<file path="config.mk">
export PLATFORM = sky130hd
export DESIGN_NAME = bus_control_flat
export DESIGN_NICKNAME = d
export VERILOG_FILES = /design/src/sysbus_pkg.sv /design/src/sysbus_if.sv /design/src/bus_control.sv /design/src/flat_wrapper.sv
export SDC_FILE = /design/constraint.sdc
export NUM_CORES = 1
export LEC_CHECK = 0
export BUFFER_PORTS_ARGS = -buffer_cell sky130_fd_sc_hd__buf_2
export CORE_MARGIN = 2
export CORE_UTILIZATION = 30
export DETAILED_ROUTE_END_ITERATION = 10
export PLACE_DENSITY = 0.59
export RECOVER_POWER = 100
export SLEW_MARGIN = 10
export SYNTH_ARGS = -nofsm -noshare
export SYNTH_HDL_FRONTEND = slang
export SYNTH_SLANG_ARGS = --single-unit
</file>
<file path="constraint.sdc">
create_clock -name clock -period 3.3 [get_ports clock]
set_clock_uncertainty 0.05 [all_clocks]
set_input_delay 0.66 -clock clock [delete_from_list [all_inputs] [get_ports clock]]
set_output_delay 0.66 -clock clock [all_outputs]
set_load 0.02 [all_outputs]
</file>
<file path="src/sysbus_pkg.sv">
/*
  Shared constants and types for the system bus control pair: the processor-side
  arbiter and the peripheral-side daisy-chain slot. Assumes a 200 MHz clock.
*/
package sysbus_pkg;

  localparam int unsigned CLK_MHZ = 200;
  localparam int unsigned POK_DELAY_MS = 70;
  localparam int unsigned DCOK_HOLD_MS = 3;
  localparam int unsigned POK_DELAY_CYCLES = POK_DELAY_MS * 1000 * CLK_MHZ;
  localparam int unsigned DCOK_HOLD_CYCLES = DCOK_HOLD_MS * 1000 * CLK_MHZ;
  localparam logic [15:0] POWER_FAIL_VECTOR = 16'h0006;
  localparam int unsigned VECTOR_WIDTH = 16;

  typedef enum logic [2:0] {
    pwr_off,
    pwr_dc_wait,
    pwr_on,
    pwr_fall
  } power_state_t;

  typedef enum logic [2:0] {
    arb_idle,
    arb_dma_grant,
    arb_dma_owned,
    arb_irq_ack,
    arb_irq_vector
  } arb_state_t;

endpackage : sysbus_pkg

</file>
<file path="src/sysbus_if.sv">
/*
  Backplane control lines between processor end and one peripheral slot.
  Active-low bus lines are carried as active-high asserted levels; the
  testbench wires the daisy chains between the processor end and the slot.
*/
`timescale 1ns/1ps
interface sysbus_if;
  logic dma_req;
  logic dma_grant_in;
  logic dma_grant_out;
  logic slave_ack;
  logic irq_req;
  logic irq_ack_in;
  logic irq_ack_out;
  logic vector_valid;
  logic [sysbus_pkg::VECTOR_WIDTH-1:0] vector;
  logic bus_init;
  logic dc_ok;
  logic power_ok;
  logic refresh;

  modport cpu (
    input dma_req,
    output dma_grant_out,
    input slave_ack,
    input irq_req,
    output irq_ack_out,
    input vector_valid,
    input vector,
    output bus_init,
    output dc_ok,
    output power_ok,
    output refresh
  );

  modport periph (
    output dma_req,
    input dma_grant_in,
    output dma_grant_out,
    output slave_ack,
    output irq_req,
    input irq_ack_in,
    output irq_ack_out,
    output vector_valid,
    output vector,
    input bus_init
  );
endinterface : sysbus_if

</file>
<file path="src/bus_control.sv">
/*
  Processor end of the system bus: DMA grant arbitration, daisy-chained
  interrupt acknowledge, init generation and power sequencing.
  Assumes front-panel and supply inputs are asynchronous pins; bus lines
  return from logic on the same clock.
*/
`timescale 1ns/1ps
module bus_control #(
  parameter int unsigned POK_CYCLES = sysbus_pkg::POK_DELAY_CYCLES,
  parameter int unsigned DCOK_CYCLES = sysbus_pkg::DCOK_HOLD_CYCLES
) (
  input wire logic clock,
  input wire logic nrst,
  sysbus_if.cpu bus,
  input wire logic cpu_cycle_active,
  input wire logic irq_enable,
  input wire logic soft_clear,
  input wire logic panel_reset,
  input wire logic supply_power_good,
  input wire logic halt_req,
  output logic cpu_stall,
  output logic cpu_run,
  output logic irq_taken,
  output logic [sysbus_pkg::VECTOR_WIDTH-1:0] irq_vector,
  output logic power_fail_irq
);
  import sysbus_pkg::*;

  // A count of zero would underflow the end-of-wait compare.
  if (POK_CYCLES < 1 || DCOK_CYCLES < 1)
  begin : g_delay_check
    $error("bus_control: delay counts must be at least one cycle");
  end

  // ****************************************************
  // Pin synchronisers
  // ****************************************************
  logic [1:0] panel_sync;
  logic [1:0] pg_sync;
  logic [1:0] halt_sync;
  always_ff @(posedge clock)
  begin
    if (!nrst)
    begin
      panel_sync <= 2'h0;
      pg_sync <= 2'h0;
      halt_sync <= 2'h0;
    end
    else
    begin
      panel_sync <= {panel_sync[0], panel_reset};
      pg_sync <= {pg_sync[0], supply_power_good};
      halt_sync <= {halt_sync[0], halt_req};
    end
  end
  logic panel_s;
  logic pg_s;
  logic halt_s;
  assign panel_s = panel_sync[1];
  assign pg_s = pg_sync[1];
  assign halt_s = halt_sync[1];

  // ****************************************************
  // Power sequencer
  // ****************************************************
  power_state_t pstate;
  power_state_t next_pstate;
  logic [31:0] pcount;
  logic [31:0] next_pcount;
  logic pfail;
  logic next_pfail;
  always_comb
  begin
    next_pstate = pstate;
    next_pcount = pcount;
    next_pfail = 1'b0;
    unique case (pstate)
      pwr_off:
      begin
        if (pg_s)
        begin
          next_pstate = pwr_dc_wait;
          next_pcount = 32'h0;
        end
      end
      pwr_dc_wait:
      begin
        if (!pg_s)
        begin
          next_pstate = pwr_fall;
          next_pcount = 32'h0;
        end
        else if (pcount >= 32'(POK_CYCLES - 1))
        begin
          next_pstate = pwr_on;
        end
        else
        begin
          next_pcount = pcount + 32'h1;
        end
      end
      pwr_on:
      begin
        if (!pg_s)
        begin
          next_pstate = pwr_fall;
          next_pcount = 32'h0;
          next_pfail = 1'b1;
        end
      end
      pwr_fall:
      begin
        if (pcount >= 32'(DCOK_CYCLES - 1))
        begin
          next_pstate = pwr_off;
        end
        else
        begin
          next_pcount = pcount + 32'h1;
        end
      end
    endcase
  end
  always_ff @(posedge clock)
  begin
    if (!nrst)
    begin
      pstate <= pwr_off;
      pcount <= 32'h0;
      pfail <= 1'b0;
    end
    else
    begin
      pstate <= next_pstate;
      pcount <= next_pcount;
      pfail <= next_pfail;
    end
  end
  // Init is asserted when the bus line goes low; high power_ok with no panel reset and no halt means running, even while soft_clear holds init.
  logic powered;
  // The power-down hold keeps dc_ok up and init released until the count runs out.
  assign powered = (pstate != pwr_off);
  assign bus.dc_ok = powered;
  assign bus.power_ok = (pstate == pwr_on);
  assign bus.bus_init = !powered || panel_s || soft_clear;
  assign bus.refresh = 1'b0;
  assign cpu_run = (pstate == pwr_on) && !panel_s && !halt_s;
  assign cpu_stall = halt_s;
  assign power_fail_irq = pfail;

  // ****************************************************
  // Arbiter
  // ****************************************************
  arb_state_t astate;
  arb_state_t next_astate;
  logic irq_latched;
  logic next_irq_latched;
  logic next_irq_taken;
  logic [VECTOR_WIDTH-1:0] next_irq_vector;
  always_comb
  begin
    next_astate = astate;
    next_irq_latched = irq_latched || bus.irq_req;
    next_irq_taken = 1'b0;
    next_irq_vector = irq_vector;
    if (pfail)
    begin
      next_irq_vector = POWER_FAIL_VECTOR;
    end
    unique case (astate)
      arb_idle:
      begin
        // Halt blocks interrupt entry only; DMA stays open. No in-service mask, so nesting is unlimited.
        if (bus.dma_req && !cpu_cycle_active)
        begin
          next_astate = arb_dma_grant;
        end
        else if (irq_latched && irq_enable && !halt_s && !cpu_cycle_active)
        begin
          next_astate = arb_irq_ack;
        end
      end
      arb_dma_grant:
      begin
        if (bus.slave_ack)
        begin
          next_astate = arb_dma_owned;
        end
        else if (!bus.dma_req)
        begin
          next_astate = arb_idle;
        end
      end
      arb_dma_owned:
      begin
        if (!bus.slave_ack)
        begin
          next_astate = arb_idle;
        end
      end
      arb_irq_ack:
      begin
        if (bus.vector_valid)
        begin
          next_astate = arb_idle;
          next_irq_vector = bus.vector;
          next_irq_taken = 1'b1;
          next_irq_latched = bus.irq_req;
        end
        else if (!bus.irq_req && !irq_latched)
        begin
          next_astate = arb_idle;
        end
      end
      default:
      begin
        next_astate = arb_idle;
      end
    endcase
    if (bus.bus_init)
    begin
      next_astate = arb_idle;
      next_irq_latched = 1'b0;
    end
  end
  always_ff @(posedge clock)
  begin
    if (!nrst)
    begin
      astate <= arb_idle;
      irq_latched <= 1'b0;
      irq_taken <= 1'b0;
      irq_vector <= '0;
    end
    else
    begin
      astate <= next_astate;
      irq_latched <= next_irq_latched;
      irq_taken <= next_irq_taken;
      irq_vector <= next_irq_vector;
    end
  end
  assign bus.dma_grant_out = (astate == arb_dma_grant);
  assign bus.irq_ack_out = (astate == arb_irq_ack);
endmodule : bus_control

</file>
<file path="src/flat_wrapper.sv">
// flat-port wrapper written by rule: the top's interface ports become plain ports
module bus_control_flat import sysbus_pkg::*;
#(
  parameter int unsigned POK_CYCLES = sysbus_pkg::POK_DELAY_CYCLES,
  parameter int unsigned DCOK_CYCLES = sysbus_pkg::DCOK_HOLD_CYCLES
)
  (clock, nrst, cpu_cycle_active, irq_enable, soft_clear, panel_reset, supply_power_good, halt_req, cpu_stall, cpu_run, irq_taken, irq_vector, power_fail_irq, bus_dma_req, bus_dma_grant_out, bus_slave_ack, bus_irq_req, bus_irq_ack_out, bus_vector_valid, bus_vector, bus_bus_init, bus_dc_ok, bus_power_ok, bus_refresh);
  sysbus_if bus_i ();
  input wire logic clock;
  input wire logic nrst;
  input wire logic cpu_cycle_active;
  input wire logic irq_enable;
  input wire logic soft_clear;
  input wire logic panel_reset;
  input wire logic supply_power_good;
  input wire logic halt_req;
  output logic cpu_stall;
  output logic cpu_run;
  output logic irq_taken;
  output logic [sysbus_pkg::VECTOR_WIDTH-1:0] irq_vector;
  output logic power_fail_irq;
  input wire logic [$bits(bus_i.dma_req)-1:0] bus_dma_req;
  output wire logic [$bits(bus_i.dma_grant_out)-1:0] bus_dma_grant_out;
  input wire logic [$bits(bus_i.slave_ack)-1:0] bus_slave_ack;
  input wire logic [$bits(bus_i.irq_req)-1:0] bus_irq_req;
  output wire logic [$bits(bus_i.irq_ack_out)-1:0] bus_irq_ack_out;
  input wire logic [$bits(bus_i.vector_valid)-1:0] bus_vector_valid;
  input wire logic [$bits(bus_i.vector)-1:0] bus_vector;
  output wire logic [$bits(bus_i.bus_init)-1:0] bus_bus_init;
  output wire logic [$bits(bus_i.dc_ok)-1:0] bus_dc_ok;
  output wire logic [$bits(bus_i.power_ok)-1:0] bus_power_ok;
  output wire logic [$bits(bus_i.refresh)-1:0] bus_refresh;
  assign bus_i.dma_req = bus_dma_req;
  assign bus_dma_grant_out = bus_i.dma_grant_out;
  assign bus_i.slave_ack = bus_slave_ack;
  assign bus_i.irq_req = bus_irq_req;
  assign bus_irq_ack_out = bus_i.irq_ack_out;
  assign bus_i.vector_valid = bus_vector_valid;
  assign bus_i.vector = bus_vector;
  assign bus_bus_init = bus_i.bus_init;
  assign bus_dc_ok = bus_i.dc_ok;
  assign bus_power_ok = bus_i.power_ok;
  assign bus_refresh = bus_i.refresh;
  bus_control #(.POK_CYCLES(POK_CYCLES), .DCOK_CYCLES(DCOK_CYCLES)) u_core (.clock(clock), .nrst(nrst), .bus(bus_i), .cpu_cycle_active(cpu_cycle_active), .irq_enable(irq_enable), .soft_clear(soft_clear), .panel_reset(panel_reset), .supply_power_good(supply_power_good), .halt_req(halt_req), .cpu_stall(cpu_stall), .cpu_run(cpu_run), .irq_taken(irq_taken), .irq_vector(irq_vector), .power_fail_irq(power_fail_irq));
endmodule
</file>
==> key figures <==
Placed design
  • Dpl ws: 744 ps
  • Inst Count DP: 502
  • Port bufs: 52
  • DP Area: 0.00327 mm^2
  • Routability cong.: 0.872
  • Post-DP HPWL: 5130 um

Yosys
  • Syn Inst Count: 337
  • Dominant cell type by area after synthesis: dfxtp_1
  • Share of the synthesized area in the top cell type: 0.419
  • EDFF count, synth: 0
  • Post-Syn Area per Cell: 8.64 um^2
  • Register bit total from synthesis: 61
  • Distinct cells, synth: 51
  • Synth Flop Type: dfxtp_1
  • Synthesized Nets: 370
  • Register area share after synthesis: 0.419
  • Synth Cell Area: 0.00291 mm^2
  • Synthesis warning total: 0
  • Fraction of registers with async set/reset: 0
  • Ranking of synthesized cells by area: dfxtp_1 (42%), a21oi_1 (5.0%), a22o_1 (4.2%)

Drt
  • Drt wl/cell: 14.1 um
  • First-iteration detailed-routing DRC count: 156
  • Via density per instance: 5.09
  • Uppermost routed layer: met4
  • Met2 WL: 3560 um
  • Via count: 2638
  • M1 wire length: 3330 um
  • Total wire length: 7290 um
  • Pre-antenna DRT Iters: 4
  • Final ANT Viol Nets: 0
  • Routed wl met3: 356 um
  • # DRC: 0

Cells and area
  • Antenna diodes: 0
  • Final Non-Filler Cells: 518
  • Commonest non-fill, non-tap cell in the layout: dfxtp_1
  • NumNets Final: 417
  • Share of post-route cells with drive strength above 1: 0.134
  • Synth-to-layout area growth: 16.0%
  • Design Area, Final: 0.00338 mm^2
  • Filler cells: 999
  • Most frequent cells in the layout: dfxtp_1 (61), a21oi_1 (29), nand2_1 (28), clkbuf_1 (28), buf_2 (27)

GRT
  • Vias in the first global route: 2494
  • GR Overflow Total: 0
  • GRT Resource Usage Total: 0.143
  • Largest net degree at the start of global routing: 35
  • Initial antenna violation count: 0
  • First-pass GRT wire length: 12000 um

Clocking
  • Later-pin clock latency in the skew report: 330 ps
  • Hold-fix buffers at CTS: 0
  • CTS tree: done
  • Number of buffers created by CTS: 9
  • Clock sinks: 61
  • Root Driver: clkbuf_8
  • H-tree depth: 3
  • Clock transition at path regs: 70 ps
  • Number of post-CTS setup repair buffers: 0
  • Clk buf depth: 2
  • Cts repair resizes: 0

Power and ir drop
  • Sw frac: 0.315
  • Power Internal: 1.18 mW
  • Net load switching power: 0.542 mW
  • Clk pwr share: 0.342
  • Sequential group share of total power: 0.448
  • Pwr dens: 509 mW/mm^2
  • Worst VDD drop: 0.000173 V
  • Leakage power: 1.22 nW
  • Logic pwr share: 0.210
  • Total Power: 1.72 mW

Floorplanning
  • Initial Util: 0.312
  • Die Ht: 103 um
  • Standard-cell rows: 35
  • Die area: 0.0105 mm^2
  • Die X: 103 um
  • Core box area: 0.00933 mm^2
  • I/O pin cnt: 54

Setup path
  • Critical-path top delay cell: or4_1
  • Crit. End Element: register
  • Crit-path max FO: 34
  • R2R Setup Slk: 560 ps
  • CP cell instances: or4_1, nor4b_1, o211a_1, o211ai_1, buf_4, or4_1, a21oi_1
  • CP most frequent cell: or4_1
  • Worst setup SP type: register
  • Crit path required time: 3500 ps
  • CP Class: register to register
  • Critical Path AT: 2950 ps
  • Crit path largest cell delay: 570 ps

Timing
  • Worst slew pin tran: 1390 ps
  • Slew HR: 0.0766
  • RSZ-0062 raised after global routing: false
  • Setup TNS: 0 ps
  • Achievable frequency: 364 MHz
  • Final Hold Vio Count: 0
  • Final min period: 2740 ps
  • Final period utilization: 0.832
  • Fin worst setup slack: 555 ps
  • Final Setup Violations: 0
  • Slew Viols, Final: 0

Run
  • Max-Cap Viols: 0

Status
  • Status: complete, no violations

Min path
  • Hold crit path type: register to register
cell families (layout without fill, tap and decap cells):
group | after synthesis | after routing | share of synthesized area
fa+ha+maj | 5 | 5 | 0.0215
buf+inv | 34 | 86 | 0.0520
compound gates | 97 | 97 | 0.232
flops | 61 | 61 | 0.419
mux | 2 | 2 | 0.00687
simple gates | 137 | 137 | 0.268
other cells | 1 | 1 | 0.00129
final timing paths:
| check | from | endpoint | cells after the start |
|---|---|---|---|
| setup / recovery | u_core.pcount[29] | u_core.pcount[27] | 7 |
| hold / removal | u_core.halt_sync[0] | u_core.halt_sync[1] | 1 |
| setup reg to reg | u_core.pcount[29] | u_core.pcount[27] | 7 |
| hold reg to reg | u_core.halt_sync[0] | u_core.halt_sync[1] | 1 |
per-layer routing:
layer | vias up | track usage
li1 | 1350 | -
met5 | - | 0
met4 | 0 | 0.0544
met3 | 2 | 0.0386
met1 | 1228 | 0.188
met2 | 58 | 0.226
area by class of cell:
type	count	area, um^2	share of cell area
flip-flops and latches	61	1220	0.361
repair buffers	58	267	0.0789
multi-input cells	242	1510	0.446
well taps	129	161	0.0478
clock inverters	4	22.5	0.00666
clock buffers	12	155	0.0459
inverters	12	45.0	0.0133
Yosys cell counts (6+ instances only):
cell type   n
o22ai_1    10
and3_1     10
a22o_1     14
or4_1       6
nand3_1    15
o21ai_0    10
clkbuf_1   15
nand4_1     6
or3_1      13
dfxtp_1    61
nor2_1     22
and2_1      9
nand2_1    28
inv_1      12
a21oi_1    29
stage by stage:
step / hold WS, ps / utilization
2_1_floorplan: 362 / -
3_3_place_gp: 367 / 0.351
3_5_place_dp: 378 / 0.351
4_1_cts: 392 / 0.370
5_1_grt: 410 / 0.362
6_report: 387 / 0.362
worst max-delay path: cells and delay by family (launching register included):
| kind | cells | cell delay (ps) |
|---|---|---|
| buffers and inverters | 1 | 250 |
| AO/OA/AOI/OAI | 3 | 500 |
| flip-flops | 1 | 300 |
| AND/OR/NAND/NOR | 3 | 1560 |
registers in the layout, summed over array words and instances (netlist names):
signal / count
u_core.irq_taken: 1
u_core.astate: 2
u_core.pg_sync: 2
u_core.power_fail_irq: 1
u_core.pcount: 32
u_core.irq_latched: 1
u_core.pstate: 2
u_core.irq_vector: 16
u_core.panel_sync: 2
u_core.halt_sync: 2
power groups by stage:
stage	sequential, mW	combinational (mW)	clock [mW]
CTS	0.772	0.382	0.612
global placement	0.788	0.377	0
finish	0.772	0.362	0.588
detailed placement	0.788	0.381	0
global route	0.775	0.405	0.646
floorplan	0.791	0.277	0
Note: power is estimated with default switching activity, not from simulation.
